<file path="config.mk">
export PLATFORM = sky130hd
export DESIGN_NAME = srl_core
export DESIGN_NICKNAME = d
export VERILOG_FILES = /design/src/hdl/srl_pkg.sv /design/src/hdl/srl_core.sv
export VERILOG_INCLUDE_DIRS = /design/src /design/src/hdl
export SDC_FILE = /design/constraint.sdc
export NUM_CORES = 1
export LEC_CHECK = 0
export ABC_AREA = 1
export BUFFER_PORTS_ARGS = -buffer_cell sky130_fd_sc_hd__buf_2
export CORE_UTILIZATION = 56
export CTS_CLUSTER_SIZE = 10
export DETAILED_ROUTE_END_ITERATION = 10
export PLACE_DENSITY = 0.79
export SYNTH_ARGS = -nofsm -noshare
export SYNTH_HDL_FRONTEND = slang
export SYNTH_SLANG_ARGS = --single-unit
</file>
<file path="constraint.sdc">
create_clock -name clk_sys -period 2.35 [get_ports clk_sys]
set_input_delay 0.3525 -clock clk_sys [delete_from_list [all_inputs] [get_ports clk_sys]]
set_output_delay 0.3525 -clock clk_sys [all_outputs]
set_load 0.02 [all_outputs]
</file>
<file path="src/hdl/srl_defines.svh">
// register offsets, field positions, reset values and timing figures
`ifndef SRL_DEFINES_SVH
`define SRL_DEFINES_SVH
// apb byte addresses
`define SRL_A_CTRL 8'h00
`define SRL_A_MAP 8'h04
`define SRL_A_OPT 8'h08
`define SRL_A_DLY 8'h0C
`define SRL_A_ENLIM 8'h10
`define SRL_A_CMD 8'h14
`define SRL_A_STAT 8'h18
// ctrl fields
`define SRL_CTRL_LMON 0
`define SRL_CTRL_SMON 1
`define SRL_CTRL_OFFEN 3
`define SRL_CTRL_ONEN 6
`define SRL_CTRL_W 9
`define SRL_CTRL_RST 9'h003
// opt fields: manual reset, start-up test, two-hand/enabling, 4 bits each
`define SRL_OPT_MAN 0
`define SRL_OPT_TST 4
`define SRL_OPT_THE 8
// cmd bits
`define SRL_CMD_NEWCFG 0
`define SRL_CMD_ENTER 1
`define SRL_CMD_EXIT 2
// timing
`define SRL_CLK_KHZ 25000
`define SRL_T_RST_MIN_MS 300
`define SRL_T_RST_MAX_MS 2000
`define SRL_T_ROT_MS 2000
`define SRL_T_CARD_MS 3000
`define SRL_PWR_CATCH 3'd4
`define SRL_PWR_DONE 3'd5
`endif

</file>
<file path="src/hdl/srl_pkg.sv">
// types shared by the reset and lockout logic
package srl_pkg;
	// per-output status shown to the operator
	typedef enum logic [2:0] {OS_OFF, OS_ON, OS_ONDLY, OS_OFFDLY, OS_RSTNEED, OS_FAULT,
		OS_ENABLE} srl_ostate_t;
	// memory card report
	typedef enum logic [1:0] {CARD_IDLE, CARD_MATCH, CARD_DIFF, CARD_NONE} srl_card_t;
	// the whole state of the block
	typedef struct packed {
		logic [5:0] s1;
		logic [5:0] s2;
		logic [5:0] s3;
		logic [5:0] lvl;
		logic [1:0][25:0] rcnt;
		logic [2:0] pwr;
		logic [8:0] ctrl;
		logic [11:0] map;
		logic [11:0] opt;
		logic [25:0] dly;
		logic [25:0] enlim;
		logic lockout;
		logic sys_need;
		logic [2:0] latch_need;
		logic [3:0] stop_seen;
		logic [3:0] prev_run;
		logic en_mode;
		logic timed_out;
		logic en_prev;
		logic [25:0] en_cnt;
		logic [2:0] out;
		logic [2:0][25:0] ocnt;
		logic [2:0][2:0] ost;
		logic [25:0] tick_cnt;
		logic [1:0] sel;
		logic [1:0] idx;
		logic pause;
		logic show;
		logic mlf;
		logic [1:0] card;
		logic [26:0] card_cnt; // wide enough for the full card display time
	} srl_state_t;
endpackage

</file>
<file path="src/hdl/srl_core.sv">
// reset qualification, lockout, output latch and status logic
//
// Added by the designer: the APB register port and the placing of the registers.
`timescale 1ns/10ps
`include "srl_defines.svh"

module srl_core
	import srl_pkg::*;
#(
	parameter int RST_MIN_CYC = `SRL_T_RST_MIN_MS * `SRL_CLK_KHZ,
	parameter int RST_MAX_CYC = `SRL_T_RST_MAX_MS * `SRL_CLK_KHZ,
	parameter int ROT_CYC = `SRL_T_ROT_MS * `SRL_CLK_KHZ,
	parameter int CARD_CYC = `SRL_T_CARD_MS * `SRL_CLK_KHZ
) (
	input wire logic clk_sys,
	input wire logic rst_n,
	input wire logic psel,
	input wire logic penable,
	input wire logic pwrite,
	input wire logic [7:0] paddr,
	input wire logic [31:0] pwdata,
	output logic [31:0] prdata,
	output logic pready,
	output logic pslverr,
	input wire logic latch_reset_pin,
	input wire logic system_reset_terminal,
	input wire logic btn_up_pin,
	input wire logic btn_down_pin,
	input wire logic external_memory_card_pin,
	input wire logic manual_power_up_strap,
	input wire logic crit_fault,
	input wire logic out_fault,
	input wire logic valve_monitor_fault,
	input wire logic two_hand_fault,
	input wire logic valve_monitor_test,
	input wire logic mute_lamp_fault_in,
	input wire logic en_dev,
	input wire logic [3:0] in_run,
	input wire logic [3:0] in_fault,
	input wire logic [3:0] in_mute,
	input wire logic [3:0] in_bypass,
	input wire logic card_has_cfg,
	input wire logic card_match,
	input wire logic run_screen,
	output logic [2:0] safety_out,
	output logic [8:0] out_state,
	output logic lockout,
	output logic sys_reset_needed,
	output logic mute_lamp_fault,
	output logic [1:0] disp_out_sel,
	output logic [1:0] disp_in_sel,
	output logic disp_in_show,
	output logic [1:0] card_msg
);

	////////////////////////////////////////////////////////////////////////////
	// state and helpers

	srl_state_t q; // registered state
	srl_state_t n; // next state

	// reset image: latch needs set; cleared at once for outputs with no manual input, otherwise by a manual reset
	localparam srl_state_t ST_RST = '{ctrl: `SRL_CTRL_RST, latch_need: 3'b111, default: '0};

	// next set bit after cur, wrapping at lim; keeps cur when none set
	function automatic logic [1:0] nxt(input logic [3:0] v, input logic [1:0] cur,
		input logic [1:0] lim);
		logic [1:0] r;
		logic [2:0] c;
		r = cur;
		for (int k = 3; k >= 1; k--) begin
			c = {1'b0, cur} + 3'(k);
			if (c > {1'b0, lim}) begin
				c = c - {1'b0, lim} - 3'd1;
			end
			if (v[c[1:0]]) begin
				r = c[1:0];
			end
		end
		return r;
	endfunction

	////////////////////////////////////////////////////////////////////////////
	// apb slave: zero wait states, unmapped offsets answer with pslverr

	logic acc; // access phase
	logic hit; // mapped offset
	logic wr; // write takes effect this edge

	assign acc = psel & penable;
	assign pready = 1'b1;
	assign hit = (paddr == `SRL_A_CTRL) || (paddr == `SRL_A_MAP) || (paddr == `SRL_A_OPT) ||
		(paddr == `SRL_A_DLY) || (paddr == `SRL_A_ENLIM) || (paddr == `SRL_A_CMD) ||
		(paddr == `SRL_A_STAT);
	assign pslverr = acc & ~hit;
	assign wr = acc & pwrite & hit;

	// read mux; status word shows the block's live state
	always_comb begin
		prdata = 32'h0000_0000;
		if (acc && !pwrite) begin
			unique case (paddr)
				`SRL_A_CTRL: prdata = {23'h00_0000, q.ctrl};
				`SRL_A_MAP: prdata = {20'h0_0000, q.map};
				`SRL_A_OPT: prdata = {20'h0_0000, q.opt};
				`SRL_A_DLY: prdata = {6'h00, q.dly};
				`SRL_A_ENLIM: prdata = {6'h00, q.enlim};
				`SRL_A_STAT: prdata = {10'h000, q.card, q.show, q.idx, q.sel, q.mlf,
					q.sys_need, q.lockout, q.out, q.ost};
				default: prdata = 32'h0000_0000;
			endcase
		end
	end

	////////////////////////////////////////////////////////////////////////////
	// next-state logic

	always_comb begin
		logic [1:0] pulse; // qualified reset pulses: 0 latch, 1 system
		logic [25:0] hl; // high length including this cycle
		logic strap_set; // manual power-up strap seen
		logic newcfg; // software reports a new configuration
		logic exit_req; // software asks to leave enable mode
		logic [2:0][3:0] mp; // mapping per output
		logic [2:0][3:0] rep; // inputs worth reporting per output
		logic [2:0][3:0] abn; // muted, bypassed or faulted inputs per output
		logic [2:0] mo; // outputs that use the manual reset
		logic [2:0] offpend; // outputs in off-delay
		logic run_ok;
		logic cyc_ok;
		logic en_ok;
		logic permit;
		logic [5:0] rise;
		pulse = 2'b00;
		hl = 26'h000_0000;
		strap_set = 1'b0;
		newcfg = 1'b0;
		exit_req = 1'b0;
		mp = '0;
		rep = '0;
		abn = '0;
		mo = 3'b000;
		offpend = 3'b000;
		run_ok = 1'b0;
		cyc_ok = 1'b0;
		en_ok = 1'b0;
		permit = 1'b0;
		rise = 6'h00;
		n = q;

		// pin synchronisers; a level counts once stages two and three agree
		n.s1 = {manual_power_up_strap, external_memory_card_pin, btn_down_pin, btn_up_pin,
			system_reset_terminal, latch_reset_pin};
		n.s2 = q.s1;
		n.s3 = q.s2;
		for (int k = 0; k < 6; k++) begin
			if (q.s2[k] == q.s3[k]) begin
				n.lvl[k] = q.s3[k];
			end
		end
		rise = n.lvl & ~q.lvl;

		// register writes
		if (wr) begin
			unique case (paddr)
				`SRL_A_CTRL: n.ctrl = pwdata[8:0];
				`SRL_A_MAP: n.map = pwdata[11:0];
				`SRL_A_OPT: n.opt = pwdata[11:0];
				`SRL_A_DLY: n.dly = pwdata[25:0];
				`SRL_A_ENLIM: n.enlim = pwdata[25:0];
				`SRL_A_CMD: begin
					newcfg = pwdata[`SRL_CMD_NEWCFG];
					exit_req = pwdata[`SRL_CMD_EXIT];
					if (pwdata[`SRL_CMD_ENTER]) begin
						n.en_mode = 1'b1;
					end
				end
				default: begin
				end
			endcase
		end

		// pulse width counters, saturating just past the longest width
		for (int k = 0; k < 2; k++) begin
			hl = q.rcnt[k] + 26'd1;
			if (q.lvl[k]) begin
				if (q.rcnt[k] <= 26'(RST_MAX_CYC)) begin
					n.rcnt[k] = hl;
				end
			end else begin
				n.rcnt[k] = 26'h000_0000;
			end
			// trailing edge trip, width inside the window
			if (q.ctrl[k] && q.lvl[k] && !n.lvl[k] && hl >= 26'(RST_MIN_CYC) &&
				hl <= 26'(RST_MAX_CYC)) begin
				pulse[k] = 1'b1;
			end
			// trip while still held, when the high length reaches the minimum width; once per high period
			if (!q.ctrl[k] && q.lvl[k] && n.lvl[k] && hl == 26'(RST_MIN_CYC)) begin
				pulse[k] = 1'b1;
			end
		end

		// strap caught a few cycles after reset release, once the sync has settled
		if (q.pwr != `SRL_PWR_DONE) begin
			n.pwr = q.pwr + 3'd1;
		end
		strap_set = (q.pwr == `SRL_PWR_CATCH) && q.lvl[5];

		// system reset: a live critical fault keeps the lockout
		if (pulse[1] && !crit_fault) begin
			n.lockout = 1'b0;
			n.sys_need = 1'b0;
			if (q.en_mode && !en_dev) begin
				n.en_mode = 1'b0;
			end
		end
		if (crit_fault) begin
			n.lockout = 1'b1;
		end
		// sets after clears so a coincident event is never lost
		if (crit_fault || newcfg || out_fault || strap_set || exit_req ||
			valve_monitor_fault || two_hand_fault) begin
			n.sys_need = 1'b1;
		end

		// inputs that must be seen in Stop before they permit
		n.prev_run = in_run;
		for (int i = 0; i < 4; i++) begin
			if (!in_run[i]) begin
				n.stop_seen[i] = 1'b1;
			end
		end

		// enabling device active-time limit
		n.en_prev = en_dev;
		if (!en_dev) begin
			n.en_cnt = 26'h000_0000;
		end else if (q.en_mode && q.en_cnt != 26'h3FF_FFFF) begin
			n.en_cnt = q.en_cnt + 26'd1;
		end
		if (en_dev && !q.en_prev) begin
			n.timed_out = 1'b0;
		end
		if (q.en_mode && en_dev && q.en_cnt >= q.enlim) begin
			n.timed_out = 1'b1;
		end

		// mapping views per output
		for (int o = 0; o < 3; o++) begin
			for (int i = 0; i < 4; i++) begin
				mp[o][i] = q.map[3 * i + o];
			end
			mo[o] = |(mp[o] & q.opt[`SRL_OPT_MAN +: 4]);
			offpend[o] = (q.ost[o] == OS_OFFDLY);
			abn[o] = mp[o] & (in_fault | in_mute | in_bypass);
			rep[o] = abn[o] | (mp[o] & ~in_run);
		end

		// per-output latch, delay and drive
		for (int o = 0; o < 3; o++) begin
			run_ok = &(~mp[o] | in_run);
			cyc_ok = &(~(mp[o] & (q.opt[`SRL_OPT_TST +: 4] | q.opt[`SRL_OPT_THE +: 4])) |
				q.stop_seen);
			// latch release: no manual input, or a valid manual reset
			if (!mo[o]) begin
				n.latch_need[o] = 1'b0;
			end else if (pulse[0] && run_ok && !(|(offpend & mo))) begin
				n.latch_need[o] = 1'b0;
			end
			if (|(mp[o] & q.opt[`SRL_OPT_MAN +: 4] & q.prev_run & ~in_run)) begin
				n.latch_need[o] = 1'b1;
			end
			en_ok = !q.en_mode || (en_dev && !q.timed_out);
			permit = run_ok && cyc_ok && !q.latch_need[o] && !q.sys_need && !q.lockout &&
				!valve_monitor_test && en_ok;
			n.ocnt[o] = 26'h000_0000;
			if (crit_fault || q.lockout) begin
				n.out[o] = 1'b0;
			end else if (permit && !q.out[o]) begin
				if (q.ctrl[`SRL_CTRL_ONEN + o] && q.ocnt[o] < q.dly) begin
					n.ocnt[o] = q.ocnt[o] + 26'd1;
				end else begin
					n.out[o] = 1'b1;
				end
			end else if (!permit && q.out[o]) begin
				if (q.ctrl[`SRL_CTRL_OFFEN + o] && q.ocnt[o] < q.dly) begin
					n.ocnt[o] = q.ocnt[o] + 26'd1;
				end else begin
					n.out[o] = 1'b0;
				end
			end
			// operator status code, most serious first
			if (q.lockout || out_fault) begin
				n.ost[o] = OS_FAULT;
			end else if (q.en_mode) begin
				n.ost[o] = OS_ENABLE;
			end else if (q.out[o] && n.ocnt[o] != 26'h000_0000) begin
				n.ost[o] = OS_OFFDLY;
			end else if (q.out[o]) begin
				n.ost[o] = OS_ON;
			end else if (n.ocnt[o] != 26'h000_0000) begin
				n.ost[o] = OS_ONDLY;
			end else if (q.latch_need[o]) begin
				n.ost[o] = OS_RSTNEED;
			end else begin
				n.ost[o] = OS_OFF;
			end
		end

		// display rotation timer
		if (q.tick_cnt == 26'(ROT_CYC - 1)) begin
			n.tick_cnt = 26'h000_0000;
			n.sel = nxt({1'b0, ~q.out}, q.sel, 2'd2);
			if (!q.pause) begin
				n.idx = nxt(rep[q.sel], q.idx, 2'd3);
			end
		end else begin
			n.tick_cnt = q.tick_cnt + 26'd1;
		end
		if (rise[2]) begin
			n.pause = 1'b1;
		end
		if (rise[3]) begin
			n.pause = 1'b0;
			n.idx = nxt(rep[q.sel], q.idx, 2'd3);
		end
		// an output that is on hides inputs unless one is abnormal
		n.show = q.out[q.sel] ? |abn[q.sel] : |rep[q.sel];
		n.mlf = mute_lamp_fault_in;

		// memory card report, held for a short while after insertion
		if (rise[4] && run_screen) begin
			n.card = card_match ? CARD_MATCH : (card_has_cfg ? CARD_DIFF : CARD_NONE);
			n.card_cnt = 27'(CARD_CYC - 1);
		end else if (q.card_cnt != 27'h000_0000) begin
			n.card_cnt = q.card_cnt - 27'd1;
		end else begin
			n.card = CARD_IDLE;
		end
	end

	////////////////////////////////////////////////////////////////////////////
	// state register

	always_ff @(posedge clk_sys or negedge rst_n) begin
		if (!rst_n) begin
			q <= ST_RST;
		end else begin
			q <= n;
		end
	end

	////////////////////////////////////////////////////////////////////////////
	// outputs, all from flip-flops

	assign safety_out = q.out;
	assign out_state = q.ost;
	assign lockout = q.lockout;
	assign sys_reset_needed = q.sys_need;
	assign mute_lamp_fault = q.mlf;
	assign disp_out_sel = q.sel;
	assign disp_in_sel = q.idx;
	assign disp_in_show = q.show;
	assign card_msg = q.card;

endmodule

</file>
==> results.py <==
metrics = {
    "timing": {
        "rsz0062_at_grt": "true",
        "final_hold_viol_count": 0,
        "maxSlewViolCount": 0,
        "layout_min_cycle_time_ns": 2.71,
        "fmax_ghz": 0.369,
        "whs_ns": 0.0438,
        "worst_slew_margin_rel_pct": 44.2,
        "fin_skew_ns": 0.0188,
        "worst_pin_slew_ns": 0.829,
        "worst_slack_ns": -0.363,
        "final-setup-viol-count": 55,
        "finalCritPeriodShare_pct": 115,
    },
    "cells_and_area": {
        "area_growth_pct": 32.9,
        "layout_commonest_cell": "nand2_1",
        "drive_gt1_share_pct": 26.8,
        "finalNetCount": 3886,
        "fin_cells": 4251,
        "final_cell_mix": "693 x nand2_1, 459 x inv_1, 348 x dfrtp_1",
        "fillCellCount": 2902,
        "design_area_mm2": 0.0308,
    },
    "global_route": {
        "grt_util_all_layers_pct": 37.1,
        "antenna_found_initial": 2,
        "grt_overflow_total": 0,
        "grt_max_degree": 97,
        "grt_pass1_wl_um": 122000,
        "grt_pass1_vias": 23600,
    },
    "outcome": {
        "violations": "negative setup slack",
        "status": "finished, violations left",
    },
    "clock_network": {
        "clockBufferDepth": 3,
        "cts_inserted_buffers": 44,
        "clk_pin_slew_ns": 0.06,
        "cts_sinks": 358,
        "htreeDepth": 2,
        "tritoncts": "yes",
        "cts-root-buf": "clkbuf_16",
        "clk_latency_ns": 0.58,
    },
    "worst_setup_path": {
        "worst-setup-path-type": "register to register",
        "end_kind": "register",
        "worstPathRequired_ns": 2.81,
        "start_kind": "register",
        "r2r_cells": 20,
        "cp.arrival_ns": 3.18,
        "cp_max_fo": 10,
    },
    "route": {
        "drcViolationCount": 0,
        "via_per_inst": 5.87,
        "firstDrtPassIters": 9,
        "via_count": 24900,
        "wl_um": 83300,
        "wire_per_inst_um": 19.6,
        "drt_iter0_drc": 2830,
        "ant_nets": 0,
    },
    "synthesis": {
        "ys_ff_latch": 358,
        "synth_cells": 3210,
        "avgSynthCellArea_um2": 7.23,
        "postSynth.asyncResetShare_pct": 100,
        "synth-seq-area-share_pct": 38.7,
        "synthesis.area_mm2": 0.0232,
        "yosys.cell_types.count": 71,
        "synth_edf_count": 0,
        "synthFlopType": "dfrtp_1",
        "yosysWarnings": 0,
    },
    "floorplan": {
        "die_h_um": 206,
        "row_count": 74,
        "core_area_mm2": 0.0408,
        "ios": 133,
        "dieArea_mm2": 0.0422,
        "die_w_um": 206,
        "start_util_pct": 56.8,
    },
    "place": {
        "dp_cells": 4100,
        "place_hpwl_um": 59300,
        "placed_area_mm2": 0.0268,
        "gp_congestion": 0.985,
        "port_buffers": 119,
        "place_ws_ns": -0.360,
    },
    "worst_hold_path": {
        "hp-class": "input pin to register",
        "worstHoldPathCells": 3,
    },
    "power": {
        "fin_total_pwr_uw": 13800,
        "peakVddDrop_uv": 514,
        "p_leak_uw": 0.0147,
        "p_per_area_mw_per_mm2": 447,
    },
    "flow_run": {
        "max_cap_violations": 0,
    },
}
==> flip-flops by register name, indices dropped and copies added, names as in the netlist <==
signal            count
n                    12
q                   324
card_msg              2
safety_out            3
sys_reset_needed      1
disp_out_sel          2
mute_lamp_fault       1
disp_in_sel           2
disp_in_show          1
lockout               1
out_state             9
==> per-layer routing <==
layer	GRT usage (%)	vias up	wire, µm
met5	0	-	13
met2	60.4	1398	38700
met4	19.7	2	5650
met3	7.55	395	7650
li1	-	11400	-
met1	46.2	11800	31300
==> worst paths after layout <==
path                               startpoint                endpoint  slack (ns)
min in group asynchronous               rst_n      q[320]$_DFFE_PN0P_        0.30
max in group asynchronous               rst_n        q[102]$_DFF_PN0_        1.15
max reg2reg                q[241]$_DFFE_PN0P_  out_state[7]$_DFF_PN0_       -0.36
min reg2reg                  n[351]$_DFF_PN0_        n[345]$_DFF_PN0_        0.35
max                        q[241]$_DFFE_PN0P_  out_state[7]$_DFF_PN0_       -0.36
min                                pwdata[24]      q[218]$_DFFE_PN0P_        0.04
==> where the power goes <==
part	switching [µW]	internal, µW
sequential	118	6270
clock	2730	3820
combinational	540	303
total	3390	10400
==> what timing repair did <==
action,in CTS,in global routing
endpoints found under the hold margin,37,0
setup buffers,16,46
gates resized for setup,132,358
cloned,2,3
endpoints found under the setup margin,107,153
pin swaps,39,114
hold buffers,11,0
==> synth_stat cells, types with 4 or more instances <==
master | n | area share, %
nor2_2 | 26 | 0.70
or2_2 | 7 | 0.19
nand4_1 | 68 | 1.8
inv_2 | 12 | 0.19
buf_4 | 26 | 0.84
xor2_1 | 65 | 2.5
a22oi_1 | 12 | 0.39
a221oi_1 | 6 | 0.23
xnor2_1 | 9 | 0.34
inv_1 | 492 | 8.0
a31oi_1 | 12 | 0.32
o22ai_1 | 68 | 1.8
o41ai_1 | 6 | 0.23
nand2_2 | 22 | 0.59
nand2_1 | 741 | 12
nor4_1 | 24 | 0.65
a21o_1 | 12 | 0.39
nor2_4 | 8 | 0.39
o21a_1 | 8 | 0.26
o211ai_1 | 23 | 0.74
nor3_2 | 4 | 0.17
nand3b_1 | 5 | 0.16
o21ai_1 | 48 | 1.0
nand3_1 | 160 | 3.5
dfrtp_1 | 353 | 38
clkbuf_1 | 51 | 0.83
o21ai_0 | 135 | 2.9
dfstp_2 | 5 | 0.57
a21oi_1 | 131 | 2.8
maj3_1 | 4 | 0.17
ha_1 | 118 | 6.4
nor2_1 | 398 | 6.4
o31ai_1 | 4 | 0.13
nor3_1 | 83 | 1.8
nand3_2 | 4 | 0.17
o21bai_1 | 5 | 0.16
a211oi_1 | 4 | 0.13
==> worst max-delay path: stages (launching register included) <==
cell and delay, ns:
dfrtp_1 0.39, inv_4 0.08, ha_4 0.29, nand2_1 0.09, nor2_1 0.19, nand2_2 0.11, nor2_1 0.10, nand2_1 0.06
inv_1 0.05, nor2_1 0.04, buf_4 0.15, nand4_1 0.11, nand2_2 0.08, buf_12 0.15, buf_4 0.15, o21ai_1 0.11
nand3_1 0.10, nor2_1 0.12, nand3_1 0.07, nand2_1 0.10, inv_1 0.05
==> final cells by class <==
class                   instances  area (µm²)  share of cell area (%)
diodes                          1        2.50                 0.00812
clock buffers                  66        1230                    4.01
clock inverters                 7        92.6                   0.300
inverters                     508        1940                    6.28
multi-input cells            2269       13800                    44.9
flip-flops and latches        358        8970                    29.1
well taps                     532         666                    2.16
repair buffers                510        4090                    13.3
==> through the flow <==
stage	util, %	TNS, ns
final	75.5	-5.76
after CTS	70.8	-0.350
after global placement	65.5	-3.82
after floorplan	-	0
after detailed placement	65.5	-7.72
after global routing	75.5	-10.61
==> cells by family after synthesis <==
logic type | synth area share, %
simple gates | 29.3
buf+inv | 9.97
compound gates | 12.5
flops | 38.7
fa+ha+maj | 6.54
xor+xnor | 2.98
other cells | 0.0324
mux | 0.0917
Note: power is estimated with default switching activity, not from simulation.
